[src/fsq_pkg.sv]
// Constants, types and the address map of the flash program/erase sequencer.
// Assumes a 125 MHz core clock and a 32-bit AXI4-Lite register port.
package fsq_pkg;
    // Address map (byte addresses)
    localparam int unsigned ADDR_W = 12;
    localparam logic [11:0] ARR_BYTES = 12'h200;
    localparam logic [11:0] STAT_OFF = 12'h400;
    localparam logic [11:0] CTRL_OFF = 12'h404;
    localparam int unsigned CTRL_WEN_BIT = 0;
    localparam logic [31:0] CTRL_RST = 32'h0000_0001;

    // Array geometry: 8 sectors of 16 half-words, one half-word per bus word
    localparam int unsigned SECT_N = 8;
    localparam int unsigned SECT_HW = 16;
    localparam int unsigned ARR_N = SECT_N * SECT_HW;
    localparam int unsigned IDX_W = 7;
    localparam int unsigned IDX_LSB = 2;
    localparam int unsigned SECT_LSB = 6;
    localparam int unsigned SECT_MSB = 8;
    localparam logic [15:0] ERASED_HW = 16'hffff;

    // Command codes, taken from wdata[7:0]
    localparam logic [7:0] CMD_RESET = 8'hf0;
    localparam logic [7:0] CMD_PROG = 8'ha0;
    localparam logic [7:0] CMD_CHIP = 8'h10;
    localparam logic [7:0] CMD_SECT = 8'h30;
    localparam logic [7:0] CMD_SUSP = 8'hb0;
    localparam logic [7:0] CMD_RESUME = 8'h50;

    // Timing
    localparam int unsigned CLK_NS = 8;
    localparam int unsigned ERASE_WIN_NS = 35000;
    localparam int unsigned ERASE_WIN_CYC = (ERASE_WIN_NS + CLK_NS - 1) / CLK_NS;
    localparam int unsigned RESUME_NS = 2000000;
    localparam int unsigned RESUME_CYC = RESUME_NS / CLK_NS + 1;
    localparam int unsigned PROG_CYC = 16;
    localparam int unsigned ERASE_CYC = 64;
    localparam int unsigned TLIM_CYC = 1000000;

    localparam logic [1:0] RESP_OKAY = 2'b00;
    localparam logic [1:0] RESP_SLVERR = 2'b10;

    typedef enum logic [6:0] {
        ST_IDLE = 7'h01,
        ST_PROG = 7'h02,
        ST_CERASE = 7'h04,
        ST_SWIN = 7'h08,
        ST_SERASE = 7'h10,
        ST_SUSP = 7'h20,
        ST_RESUME = 7'h40
    } fsq_state_e;

    // Status flags, bits 7..2 of a flag read
    typedef struct packed {
        logic pol;
        logic tog;
        logic tlim;
        logic rsv;
        logic win;
        logic tog2;
    } fsq_flags_s;

    // Status register layout
    typedef struct packed {
        logic [8:0] rsv_hi;
        logic [6:0] state;
        logic [7:0] sect_set;
        logic [5:0] rsv_lo;
        logic hang;
        logic busy;
    } fsq_stat_s;
endpackage : fsq_pkg

[src/fsq_seq.sv]
// Flash program/erase sequencer with its array, reached over AXI4-Lite.
// Assumes a single 125 MHz clock and one master issuing command words.
//
// Operation
// - Reset and successful completion land in idle
// - Idle reads return array data directly
// - Accepted program runs alone to completion or, if it would raise a 0 bit, to the time limit
// - Busy program reads inverted bit 7
// - One half-word programmed per command sequence
// - Commands ignored while programming
// - Polarity flag holds inverted when time-limit flag sets
// - Chip erase wipes every sector at once
// - Chip erase reads flags, bit 7 done
// - Finished erase returns to idle
// - Sector erase waits window before erasing
// - Sector code inside window adds sector
// - Sector erase flags show completion, toggle
// - Only sector and suspend codes in window, only suspend while erasing
// - Suspend code pauses window or erase
// - Suspend halts window and erase at once
// - Chip erase and suspended not suspendable
// - Suspended: queued sectors flags, others data
// - Suspended ignores new program and erase
// - Resume goes to erasing, never window
// - Resume accepted only while suspended
// - Erasing restarts over 2 ms after resume
// - Busy flag reads alternate toggle bit until time limit trips
// - Over-time sets time-limit, hangs until reset
// - Window flag zero inside window, one after
`timescale 1ns/10ps
module fsq_seq #(
    parameter int unsigned WIN_CYC = fsq_pkg::ERASE_WIN_CYC,
    parameter int unsigned RESUME_CYC = fsq_pkg::RESUME_CYC,
    parameter int unsigned TLIM_CYC = fsq_pkg::TLIM_CYC
) (
    input wire logic i_core_clk,              // Core clock
    input wire logic i_nrst,                  // Async reset, active low
    input wire logic [11:0] i_s_axi_awaddr,   // Write address
    input wire logic i_s_axi_awvalid,         // Write address valid
    output logic o_s_axi_awready,             // Write address ready
    input wire logic [31:0] i_s_axi_wdata,    // Write data
    input wire logic [3:0] i_s_axi_wstrb,     // Write byte strobes
    input wire logic i_s_axi_wvalid,          // Write data valid
    output logic o_s_axi_wready,              // Write data ready
    output logic [1:0] o_s_axi_bresp,         // Write response
    output logic o_s_axi_bvalid,              // Write response valid
    input wire logic i_s_axi_bready,          // Write response ready
    input wire logic [11:0] i_s_axi_araddr,   // Read address
    input wire logic i_s_axi_arvalid,         // Read address valid
    output logic o_s_axi_arready,             // Read address ready
    output logic [31:0] o_s_axi_rdata,        // Read data
    output logic [1:0] o_s_axi_rresp,         // Read response
    output logic o_s_axi_rvalid,              // Read data valid
    input wire logic i_s_axi_rready           // Read data ready
);

    fsq_pkg::fsq_state_e state_q, state_d;
    logic [15:0] mem_q [fsq_pkg::ARR_N];
    logic [31:0] op_cnt_q, op_cnt_d;
    logic [31:0] res_cnt_q, res_cnt_d;
    logic [31:0] pulse_cnt_q, pulse_cnt_d;
    logic tl_q, tl_d;
    logic tog_q;
    logic armed_q, armed_d;
    logic [7:0] set_q, set_d;
    logic [15:0] prog_word_q;
    logic [6:0] prog_idx_q;
    logic [31:0] ctrl_q;
    logic bvalid_q, rvalid_q;
    logic [1:0] bresp_q, rresp_q;
    logic [31:0] rdata_q;

    // Write channel: address and data are taken together
    wire wr_go = i_s_axi_awvalid && i_s_axi_wvalid && !bvalid_q;
    wire wr_arr = i_s_axi_awaddr < fsq_pkg::ARR_BYTES;
    wire wr_ctrl = wr_go && (i_s_axi_awaddr == fsq_pkg::CTRL_OFF);
    wire wr_ok = wr_arr || (i_s_axi_awaddr == fsq_pkg::CTRL_OFF)
                 || (i_s_axi_awaddr == fsq_pkg::STAT_OFF);
    // Byte writes to the array are dropped: commands need a full half-word
    wire cmd_v = wr_go && wr_arr && (i_s_axi_wstrb[1:0] == 2'b11)
                 && ctrl_q[fsq_pkg::CTRL_WEN_BIT];
    wire [7:0] cmd_code = i_s_axi_wdata[7:0];
    wire [6:0] w_idx = i_s_axi_awaddr[fsq_pkg::SECT_MSB:fsq_pkg::IDX_LSB];
    wire [2:0] w_sect = i_s_axi_awaddr[fsq_pkg::SECT_MSB:fsq_pkg::SECT_LSB];
    wire sect_cmd = cmd_v && (cmd_code == fsq_pkg::CMD_SECT);
    wire sus_cmd = cmd_v && (cmd_code == fsq_pkg::CMD_SUSP);
    wire res_cmd = cmd_v && (cmd_code == fsq_pkg::CMD_RESUME);
    wire hang_clr = tl_q && cmd_v && (cmd_code == fsq_pkg::CMD_RESET);
    wire prog_go = (state_q == fsq_pkg::ST_IDLE) && cmd_v && armed_q;

    assign o_s_axi_awready = wr_go;
    assign o_s_axi_wready = wr_go;

    // Internal algorithm timing
    wire [15:0] prog_cell = mem_q[prog_idx_q];
    wire [15:0] prog_val = prog_cell & prog_word_q;
    // A 0 cell cannot be raised to 1: such a program never completes
    wire prog_bad = |(~prog_cell & prog_word_q);
    wire [31:0] phase_lim = (state_q == fsq_pkg::ST_PROG) ? 32'(fsq_pkg::PROG_CYC)
                          : (state_q == fsq_pkg::ST_SWIN) ? 32'(WIN_CYC)
                          : 32'(fsq_pkg::ERASE_CYC);
    wire phase_end = (op_cnt_q == phase_lim - 32'h1) && !tl_q;
    wire win_end = phase_end && (state_q == fsq_pkg::ST_SWIN);
    wire res_end = res_cnt_q == 32'(RESUME_CYC) - 32'h1;
    wire cnt_run = !tl_q && (state_q inside {fsq_pkg::ST_PROG, fsq_pkg::ST_CERASE,
                                             fsq_pkg::ST_SWIN, fsq_pkg::ST_SERASE});
    // Resume delay counts against the time limit, so fast suspend cycles can hang
    wire pulse_run = !tl_q && (state_q inside {fsq_pkg::ST_PROG, fsq_pkg::ST_CERASE,
                                               fsq_pkg::ST_SERASE, fsq_pkg::ST_RESUME});

    always_comb begin
        state_d = state_q;
        case (state_q)
            fsq_pkg::ST_IDLE: begin
                if (prog_go) begin
                    state_d = fsq_pkg::ST_PROG;
                end else if (cmd_v && cmd_code == fsq_pkg::CMD_CHIP) begin
                    state_d = fsq_pkg::ST_CERASE;
                end else if (sect_cmd) begin
                    state_d = fsq_pkg::ST_SWIN;
                end
            end
            fsq_pkg::ST_PROG: begin
                if (phase_end && !prog_bad) begin
                    state_d = fsq_pkg::ST_IDLE;
                end
            end
            fsq_pkg::ST_CERASE: begin
                if (phase_end) begin
                    state_d = fsq_pkg::ST_IDLE;
                end
            end
            fsq_pkg::ST_SWIN: begin
                if (sus_cmd) begin
                    state_d = fsq_pkg::ST_SUSP;
                end else if (win_end && !sect_cmd) begin
                    state_d = fsq_pkg::ST_SERASE;
                end
            end
            fsq_pkg::ST_SERASE: begin
                if (sus_cmd) begin
                    state_d = fsq_pkg::ST_SUSP;
                end else if (phase_end) begin
                    state_d = fsq_pkg::ST_IDLE;
                end
            end
            fsq_pkg::ST_SUSP: begin
                if (res_cmd) begin
                    state_d = fsq_pkg::ST_RESUME;
                end
            end
            fsq_pkg::ST_RESUME: begin
                if (sus_cmd) begin
                    state_d = fsq_pkg::ST_SUSP;
                end else if (res_end) begin
                    state_d = fsq_pkg::ST_SERASE;
                end
            end
            default: begin
                state_d = fsq_pkg::ST_IDLE;
            end
        endcase
        if (tl_q) begin
            state_d = hang_clr ? fsq_pkg::ST_IDLE : state_q;
        end
    end

    wire prog_done = (state_q == fsq_pkg::ST_PROG) && (state_d == fsq_pkg::ST_IDLE) && !tl_q;
    wire erase_done = (state_q inside {fsq_pkg::ST_CERASE, fsq_pkg::ST_SERASE})
                      && (state_d == fsq_pkg::ST_IDLE) && !tl_q;

    always_comb begin
        // Window progress is dropped on leaving it: erase starts from zero, but a resumed erase keeps its held count
        if (state_q == fsq_pkg::ST_IDLE
            || (state_q == fsq_pkg::ST_SWIN && (state_d != fsq_pkg::ST_SWIN || sect_cmd))) begin
            op_cnt_d = 32'h0;
        end else if (cnt_run) begin
            op_cnt_d = op_cnt_q + 32'h1;
        end else begin
            op_cnt_d = op_cnt_q;
        end
        res_cnt_d = (state_q == fsq_pkg::ST_RESUME && state_d == fsq_pkg::ST_RESUME)
                    ? res_cnt_q + 32'h1 : 32'h0;
        if (state_q == fsq_pkg::ST_IDLE) begin
            pulse_cnt_d = 32'h0;
        end else if (pulse_run) begin
            pulse_cnt_d = pulse_cnt_q + 32'h1;
        end else begin
            pulse_cnt_d = pulse_cnt_q;
        end
        tl_d = tl_q;
        if (hang_clr) begin
            tl_d = 1'b0;
        end else if (pulse_run && pulse_cnt_q == 32'(TLIM_CYC) - 32'h1) begin
            tl_d = 1'b1;
        end
        armed_d = armed_q;
        if (prog_go || tl_q) begin
            armed_d = 1'b0;
        end else if (state_q == fsq_pkg::ST_IDLE && cmd_v) begin
            armed_d = cmd_code == fsq_pkg::CMD_PROG;
        end
        set_d = set_q;
        if (erase_done || hang_clr) begin
            set_d = 8'h00;
        end else if (state_q == fsq_pkg::ST_IDLE && !armed_q && cmd_v
                     && cmd_code == fsq_pkg::CMD_CHIP) begin
            set_d = 8'hff;
        end else if (sect_cmd && !armed_q && !tl_q
                     && state_q inside {fsq_pkg::ST_IDLE, fsq_pkg::ST_SWIN}) begin
            set_d = set_q | (8'h01 << w_sect);
        end
    end

    always_ff @(posedge i_core_clk or negedge i_nrst) begin
        if (!i_nrst) begin
            state_q <= fsq_pkg::ST_IDLE;
            op_cnt_q <= 32'h0;
            res_cnt_q <= 32'h0;
            pulse_cnt_q <= 32'h0;
            tl_q <= 1'b0;
            armed_q <= 1'b0;
            set_q <= 8'h00;
        end else begin
            state_q <= state_d;
            op_cnt_q <= op_cnt_d;
            res_cnt_q <= res_cnt_d;
            pulse_cnt_q <= pulse_cnt_d;
            tl_q <= tl_d;
            armed_q <= armed_d;
            set_q <= set_d;
        end
    end

    always_ff @(posedge i_core_clk or negedge i_nrst) begin
        if (!i_nrst) begin
            prog_word_q <= 16'h0000;
            prog_idx_q <= 7'h00;
        end else if (prog_go) begin
            prog_word_q <= i_s_axi_wdata[15:0];
            prog_idx_q <= w_idx;
        end
    end

    // Array cells; reset leaves them erased so simulation starts from a known image
    for (genvar gi = 0; gi < fsq_pkg::ARR_N; gi++) begin : g_cell
        always_ff @(posedge i_core_clk or negedge i_nrst) begin
            if (!i_nrst) begin
                mem_q[gi] <= fsq_pkg::ERASED_HW;
            end else if (prog_done && prog_idx_q == 7'(gi)) begin
                mem_q[gi] <= prog_val;
            end else if (erase_done && set_q[gi / fsq_pkg::SECT_HW]) begin
                mem_q[gi] <= fsq_pkg::ERASED_HW;
            end
        end
    end

    // Read channel
    wire rd_go = i_s_axi_arvalid && !rvalid_q;
    wire rd_arr = i_s_axi_araddr < fsq_pkg::ARR_BYTES;
    wire [6:0] rd_idx = i_s_axi_araddr[fsq_pkg::SECT_MSB:fsq_pkg::IDX_LSB];
    wire [2:0] rd_sect = i_s_axi_araddr[fsq_pkg::SECT_MSB:fsq_pkg::SECT_LSB];
    wire [15:0] rd_cell = mem_q[rd_idx];
    wire rd_queued = (state_q == fsq_pkg::ST_SUSP) && set_q[rd_sect];
    wire show_flags = (state_q != fsq_pkg::ST_IDLE)
                      && ((state_q != fsq_pkg::ST_SUSP) || rd_queued);
    // Toggle freezes high once the time limit trips
    wire tog_v = tl_q | tog_q;
    fsq_pkg::fsq_flags_s flags;
    fsq_pkg::fsq_stat_s stat;

    always_comb begin
        flags = '0;
        case (state_q)
            fsq_pkg::ST_PROG: begin
                flags.pol = ~prog_word_q[7];
                flags.tog = tog_v;
                flags.tlim = tl_q;
            end
            fsq_pkg::ST_SWIN: begin
                flags.tog = tog_v;
                flags.tog2 = tog_v;
            end
            fsq_pkg::ST_CERASE, fsq_pkg::ST_SERASE, fsq_pkg::ST_RESUME: begin
                flags.tog = tog_v;
                flags.tlim = tl_q;
                flags.win = 1'b1;
                flags.tog2 = tog_v;
            end
            fsq_pkg::ST_SUSP: begin
                flags.win = 1'b1;
                flags.tog2 = tog_q;
            end
            default: begin
                flags = '0;
            end
        endcase
    end

    always_comb begin
        stat = '0;
        stat.state = state_q;
        stat.sect_set = set_q;
        stat.hang = tl_q;
        stat.busy = state_q != fsq_pkg::ST_IDLE;
    end

    wire [31:0] arr_word = show_flags ? {24'h000000, flags, 2'b00} : {16'h0000, rd_cell};
    wire [31:0] rd_word = rd_arr ? arr_word
                        : (i_s_axi_araddr == fsq_pkg::STAT_OFF) ? stat
                        : (i_s_axi_araddr == fsq_pkg::CTRL_OFF) ? ctrl_q : 32'h0;
    wire rd_ok = rd_arr || (i_s_axi_araddr == fsq_pkg::STAT_OFF)
                 || (i_s_axi_araddr == fsq_pkg::CTRL_OFF);

    assign o_s_axi_arready = rd_go;

    always_ff @(posedge i_core_clk or negedge i_nrst) begin
        if (!i_nrst) begin
            tog_q <= 1'b0;
        end else if (rd_go && rd_arr && show_flags) begin
            tog_q <= ~tog_q;
        end
    end

    always_ff @(posedge i_core_clk or negedge i_nrst) begin
        if (!i_nrst) begin
            rvalid_q <= 1'b0;
            rdata_q <= 32'h0;
            rresp_q <= fsq_pkg::RESP_OKAY;
        end else if (rd_go) begin
            rvalid_q <= 1'b1;
            rdata_q <= rd_word;
            rresp_q <= rd_ok ? fsq_pkg::RESP_OKAY : fsq_pkg::RESP_SLVERR;
        end else if (i_s_axi_rready) begin
            rvalid_q <= 1'b0;
        end
    end

    always_ff @(posedge i_core_clk or negedge i_nrst) begin
        if (!i_nrst) begin
            bvalid_q <= 1'b0;
            bresp_q <= fsq_pkg::RESP_OKAY;
        end else if (wr_go) begin
            bvalid_q <= 1'b1;
            bresp_q <= wr_ok ? fsq_pkg::RESP_OKAY : fsq_pkg::RESP_SLVERR;
        end else if (i_s_axi_bready) begin
            bvalid_q <= 1'b0;
        end
    end

    always_ff @(posedge i_core_clk or negedge i_nrst) begin
        if (!i_nrst) begin
            ctrl_q <= fsq_pkg::CTRL_RST;
        end else if (wr_ctrl) begin
            ctrl_q <= {31'h0, i_s_axi_wdata[fsq_pkg::CTRL_WEN_BIT]};
        end
    end

    assign o_s_axi_bvalid = bvalid_q;
    assign o_s_axi_bresp = bresp_q;
    assign o_s_axi_rvalid = rvalid_q;
    assign o_s_axi_rdata = rdata_q;
    assign o_s_axi_rresp = rresp_q;
endmodule : fsq_seq

[config.mk]
export PLATFORM = sky130hd
export DESIGN_NAME = fsq_seq
export DESIGN_NICKNAME = d
export VERILOG_FILES = /design/src/fsq_pkg.sv /design/src/fsq_seq.sv
export SDC_FILE = /design/constraint.sdc
export NUM_CORES = 2
export LEC_CHECK = 0
export BUFFER_PORTS_ARGS = -buffer_cell sky130_fd_sc_hd__buf_2
export CORE_ASPECT_RATIO = 0.7
export CORE_MARGIN = 3
export CORE_UTILIZATION = 48
export DETAILED_ROUTE_END_ITERATION = 16
export GPL_ROUTABILITY_DRIVEN = 1
export RECOVER_POWER = 100
export SKIP_LAST_GASP = 1
export SLEW_MARGIN = 20
export SYNTH_ARGS = -nofsm -noshare
export SYNTH_HDL_FRONTEND = slang
export SYNTH_SLANG_ARGS = --single-unit
[constraint.sdc]
create_clock -name i_core_clk -period 5.4 [get_ports i_core_clk]
set_input_delay 0.54 -clock i_core_clk [delete_from_list [all_inputs] [get_ports i_core_clk]]
set_output_delay 0.54 -clock i_core_clk [all_outputs]
set_load 0.02 [all_outputs]
==> run_summary.xml <==
<?xml version="1.0" encoding="UTF-8"?>
<metrics>
  <group name="synth">
    <metric name="synth_largest_area_cell" unit="">sky130_fd_sc_hd__dfstp_2</metric>
    <metric name="post_synth_instance_area" unit="um2">130000</metric>
    <metric name="yosys.cell_types.count" unit="">94</metric>
    <metric name="syn-instance-count" unit="">10500</metric>
    <metric name="synthArstFlopShare" unit="">1.00</metric>
    <metric name="synth-edff-count" unit="">0</metric>
    <metric name="synth.ff_latch_count" unit="">2213</metric>
    <metric name="synth.top_cell.area_share" unit="">0.413</metric>
    <metric name="dominantRegCellSynth" unit="">sky130_fd_sc_hd__dfstp_2</metric>
    <metric name="ys.warnings.count" unit="">0</metric>
    <metric name="synth.avg_cell_area" unit="um2">12.4</metric>
    <metric name="synth-seq-area-share" unit="">0.444</metric>
    <metric name="area_contributors_post_synth" unit="">sky130_fd_sc_hd__dfstp_2 (41%), sky130_fd_sc_hd__mux2i_1 (19%), sky130_fd_sc_hd__mux4_2 (17%)</metric>
  </group>
  <group name="final_layout">
    <metric name="finish.net_count" unit="">10700</metric>
    <metric name="area_delta_synth_final" unit="%">11.3</metric>
    <metric name="post_route_cells_drive_above_1_share" unit="">0.403</metric>
  </group>
  <group name="detailed_routing">
    <metric name="antenna_left" unit="">0</metric>
    <metric name="post_drt_wl_per_cell" unit="um">34.2</metric>
    <metric name="drt_pass1_iterations" unit="">8</metric>
    <metric name="vias" unit="">95100</metric>
    <metric name="detail_route.vias_per_cell" unit="">6.58</metric>
    <metric name="drcViolationCount" unit="">0</metric>
    <metric name="dr.first_iter.drc_count" unit="">11700</metric>
    <metric name="postRouteWirelength" unit="um">494000</metric>
  </group>
  <group name="hold_path">
    <metric name="hold_path_class" unit="">primary input to flop</metric>
    <metric name="worstHoldPathCells" unit="">4</metric>
  </group>
  <group name="place">
    <metric name="gp_congestion" unit="">1.01</metric>
    <metric name="detailedPlace.worstSlack" unit="ps">233</metric>
    <metric name="place.detailed.hpwl" unit="um">339000</metric>
    <metric name="number_of_buffers_added_on_ports" unit="">78</metric>
  </group>
  <group name="run">
    <metric name="maxCapViolations" unit="">24</metric>
  </group>
  <group name="floorplanning">
    <metric name="fp.coreArea" unit="um2">269000</metric>
    <metric name="floorplan.initialDensity" unit="">0.484</metric>
    <metric name="chipWidth" unit="um">629</metric>
    <metric name="rows" unit="">159</metric>
    <metric name="chipHeight" unit="um">442</metric>
    <metric name="floorplan.die_area" unit="um2">278000</metric>
    <metric name="num_io_pins" unit="">108</metric>
  </group>
  <group name="clocking">
    <metric name="max-clock-path-buffers" unit="">4</metric>
    <metric name="tritoncts" unit="">built</metric>
    <metric name="cts-resized-gates" unit="">0</metric>
    <metric name="clock_sinks" unit="">2213</metric>
    <metric name="clkLatencyLatePin" unit="ps">940</metric>
    <metric name="htree_num_levels" unit="">4</metric>
    <metric name="tritoncts.num_buffers" unit="">234</metric>
    <metric name="cts.root.buffer_cell" unit="">sky130_fd_sc_hd__clkbuf_16</metric>
    <metric name="clkTransAtPathRegs" unit="ps">70</metric>
  </group>
  <group name="sta">
    <metric name="finClkSkew" unit="ps">65.0</metric>
    <metric name="final_critical_path_setup_slack" unit="ps">-95.9</metric>
    <metric name="finalMaxSlewViolations" unit="">1854</metric>
    <metric name="shortest_clock_period_the_worst_path_allows_after_layout" unit="ps">5500</metric>
    <metric name="grt_setup_unrepaired" unit="">false</metric>
    <metric name="report.final.setup_viol" unit="">74</metric>
    <metric name="timing.setup.tns" unit="ps">-1950</metric>
    <metric name="max_freq" unit="MHz">182</metric>
    <metric name="slew-limit-headroom" unit="">-1.83</metric>
    <metric name="fin_crit_sh" unit="">1.02</metric>
    <metric name="hold_violations" unit="">0</metric>
    <metric name="worst-slew-pin-transition" unit="ps">4250</metric>
  </group>
  <group name="power_and_ir_drop">
    <metric name="power-per-cell-area" unit="nW/um2">238</metric>
    <metric name="power.static_leakage" unit="nW">66.4</metric>
    <metric name="peakVddDrop" unit="uV">268</metric>
  </group>
  <group name="global_routing">
    <metric name="grt_start_max_net_pins" unit="">175</metric>
    <metric name="first_global_vias" unit="">94000</metric>
    <metric name="antenna_found_initial" unit="">40</metric>
    <metric name="global_route.usage.total" unit="">0.349</metric>
    <metric name="globalRoute.totalOverflow" unit="">0</metric>
    <metric name="grt_pass1_wl" unit="um">706000</metric>
  </group>
  <group name="worst_setup_path">
    <metric name="arrival" unit="ps">6350</metric>
    <metric name="crit_type" unit="">flop to flop</metric>
    <metric name="r2r_cells" unit="">14</metric>
    <metric name="worst-endpoint-required" unit="ps">6250</metric>
    <metric name="worst_setup_path_end_kind" unit="">flop</metric>
    <metric name="timing.critical_path.from_type" unit="">flop</metric>
    <metric name="timing.critical_path.fanout_max" unit="">17</metric>
  </group>
  <group name="outcome">
    <metric name="violations" unit="">max-capacitance violations, max-slew violations, negative setup slack</metric>
    <metric name="run_status" unit="">complete, but fails checks</metric>
  </group>
</metrics>
==> worst max-delay path, stage by stage (launching register included) <==
cell and delay [ps]:
sky130_fd_sc_hd__dfrtp_2 680, sky130_fd_sc_hd__buf_4 380, sky130_fd_sc_hd__clkinv_1 100, sky130_fd_sc_hd__buf_4 330
sky130_fd_sc_hd__nand2_1 520, sky130_fd_sc_hd__o221ai_1 830, sky130_fd_sc_hd__a21oi_1 280, sky130_fd_sc_hd__a22oi_2 340
sky130_fd_sc_hd__nor2b_1 130, sky130_fd_sc_hd__buf_4 180, sky130_fd_sc_hd__nor4_1 530, sky130_fd_sc_hd__buf_12 230
sky130_fd_sc_hd__nand4_4 190, sky130_fd_sc_hd__clkbuf_4 380, sky130_fd_sc_hd__mux2i_1 230
==> routing by layer <==
layer | part of all wire | GRT usage | up-vias | wire length, um
met5 | 0.00077 | 0.00154 | - | 382
met4 | 0.049 | 0.139 | 26 | 24400
li1 | - | - | 38500 | -
met3 | 0.13 | 0.137 | 1163 | 66400
met1 | 0.42 | 0.501 | 50000 | 205000
met2 | 0.40 | 0.468 | 5407 | 197000
==> power by group <==
group | internal [W] | total (W) | leakage [nW] | switching [W]
Clock | 0.00939 | 0.0166 | 3.76 | 0.00724
Sequential | 0.0167 | 0.0167 | 23.7 | 0.00000747
Combinational | 0.000316 | 0.00120 | 38.9 | 0.000885
==> synthesized netlist by cell type, drive strengths merged, types with 8 or more instances <==
master and count:
a211oi 25, clkbuf 644, nor2 2291, nor4b 9, nand2 230, and2 17
nand3b 8, o211ai 10, dfrtp 163, nand4b 9, xnor2 35, a221oi 27
o21ai 95, dfstp 2050, mux2i 2446, mux4 990, a22oi 169, o221ai 9
nand4 147, or2 8, xor2 53, nand2b 28, nand3 109, nor2b 44
a21oi 113, o31ai 9, inv 30, and3 28, o22ai 36, a22o 12
or3 14, mux2 50, a31oi 14, buf 412, nor4 47, nor3 55
a32oi 8, a2111oi 8
==> layout by cell type, fill, tap and decap left out, types with 45 or more instances in the layout <==
cell type / netlist / routed
sky130_fd_sc_hd__mux4_2: 969 / 969
sky130_fd_sc_hd__nand3_1: 109 / 108
sky130_fd_sc_hd__xor2_1: 53 / 53
sky130_fd_sc_hd__o21ai_0: 93 / 93
sky130_fd_sc_hd__buf_12: 13 / 184
sky130_fd_sc_hd__mux2i_1: 2446 / 2446
sky130_fd_sc_hd__clkbuf_2: 0 / 45
sky130_fd_sc_hd__nor3_1: 55 / 55
sky130_fd_sc_hd__a22oi_1: 168 / 168
sky130_fd_sc_hd__buf_2: 68 / 55
sky130_fd_sc_hd__nor2_1: 2291 / 2288
sky130_fd_sc_hd__clkbuf_1: 643 / 149
sky130_fd_sc_hd__nand4_1: 34 / 80
sky130_fd_sc_hd__dfstp_2: 2050 / 2050
sky130_fd_sc_hd__clkbuf_16: 0 / 236
sky130_fd_sc_hd__nand2_1: 230 / 216
sky130_fd_sc_hd__buf_4: 156 / 422
sky130_fd_sc_hd__dfrtp_1: 163 / 156
sky130_fd_sc_hd__clkbuf_8: 0 / 46
sky130_fd_sc_hd__a21oi_1: 113 / 113
sky130_fd_sc_hd__mux2_2: 50 / 49
==> timing repair <==
item,4_1_cts,5_1_grt
buffers inserted,0,2
endpoints found under the setup margin,0,592
hold buffers,29,0
endpoints found under the hold margin,33,0
==> layout make-up <==
cell class,count,area (um2)
multi-input cells,7247,66300
fillers,22500,124000
clock inverters,82,903
clock buffers,333,6730
flip-flops and latches,2213,58000
repair buffers,896,8590
inverters,31,116
well taps,3622,4530
diodes,18,45.0
==> sequential cells by signal, indices dropped and copies added (netlist names) <==
register	flops
mem_q	2048
op_cnt_q	32
pulse_cnt_q	32
res_cnt_q	32
o_s_axi_rdata	23
prog_word_q	16
set_q	8
prog_idx_q	7
state_q	7
armed_q	1
ctrl_q	1
o_s_axi_bresp	1
o_s_axi_bvalid	1
o_s_axi_rresp	1
o_s_axi_rvalid	1
tl_q	1
tog_q	1
==> stage by stage <==
step	power, W	hold slack (ps)	utilization	cell area [um2]	std cells
2_1_floorplan	0.0174	244	-	130000	10500
3_3_place_gp	0.0181	456	0.518	140000	14000
3_5_place_dp	0.0181	466	0.518	140000	14000
4_1_cts	0.0347	107	0.548	148000	14400
5_1_grt	0.0355	150	0.539	145000	14400
6_report	0.0345	163	0.539	145000	14400
==> logic make-up (layout without fill, tap and decap cells) <==
| logic type | after synthesis | after routing | synth area share |
|---|---|---|---|
| and+or+nand+nor | 3075 | 3075 | 0.111 |
| buffers and inverters | 1087 | 1342 | 0.0446 |
| xor gates and xnor gates | 88 | 88 | 0.00591 |
| AOI/OAI and AO/OA | 583 | 583 | 0.0304 |
| muxes | 3486 | 3486 | 0.364 |
| DFF | 2213 | 2213 | 0.444 |
| adders and majority gates | 4 | 4 | 0.000384 |
| other | 1 | 29 | 0.0000287 |
==> path summary, 6_finish.rpt <==
kind	to	startpoint	slack (ps)
min in group asynchronous	prog_word_q[9]$_DFFE_PN0P_	i_nrst	380
worst max register to register	mem_q[1539]$_DFFE_PN1P_	prog_idx_q[5]$_DFFE_PN0P_	-100
max in group asynchronous	prog_idx_q[0]$_DFFE_PN0P_	i_nrst	1250
worst max-delay path	mem_q[1539]$_DFFE_PN1P_	prog_idx_q[5]$_DFFE_PN0P_	-100
worst min register to register	o_s_axi_rdata[20]$_DFFE_PN0P_	o_s_axi_rdata[20]$_DFFE_PN0P_	480
worst min-delay path	o_s_axi_bresp[1]$_DFFE_PN0P_	i_s_axi_awaddr[10]	160
No activity file was read; power rests on OpenSTA's default activity.
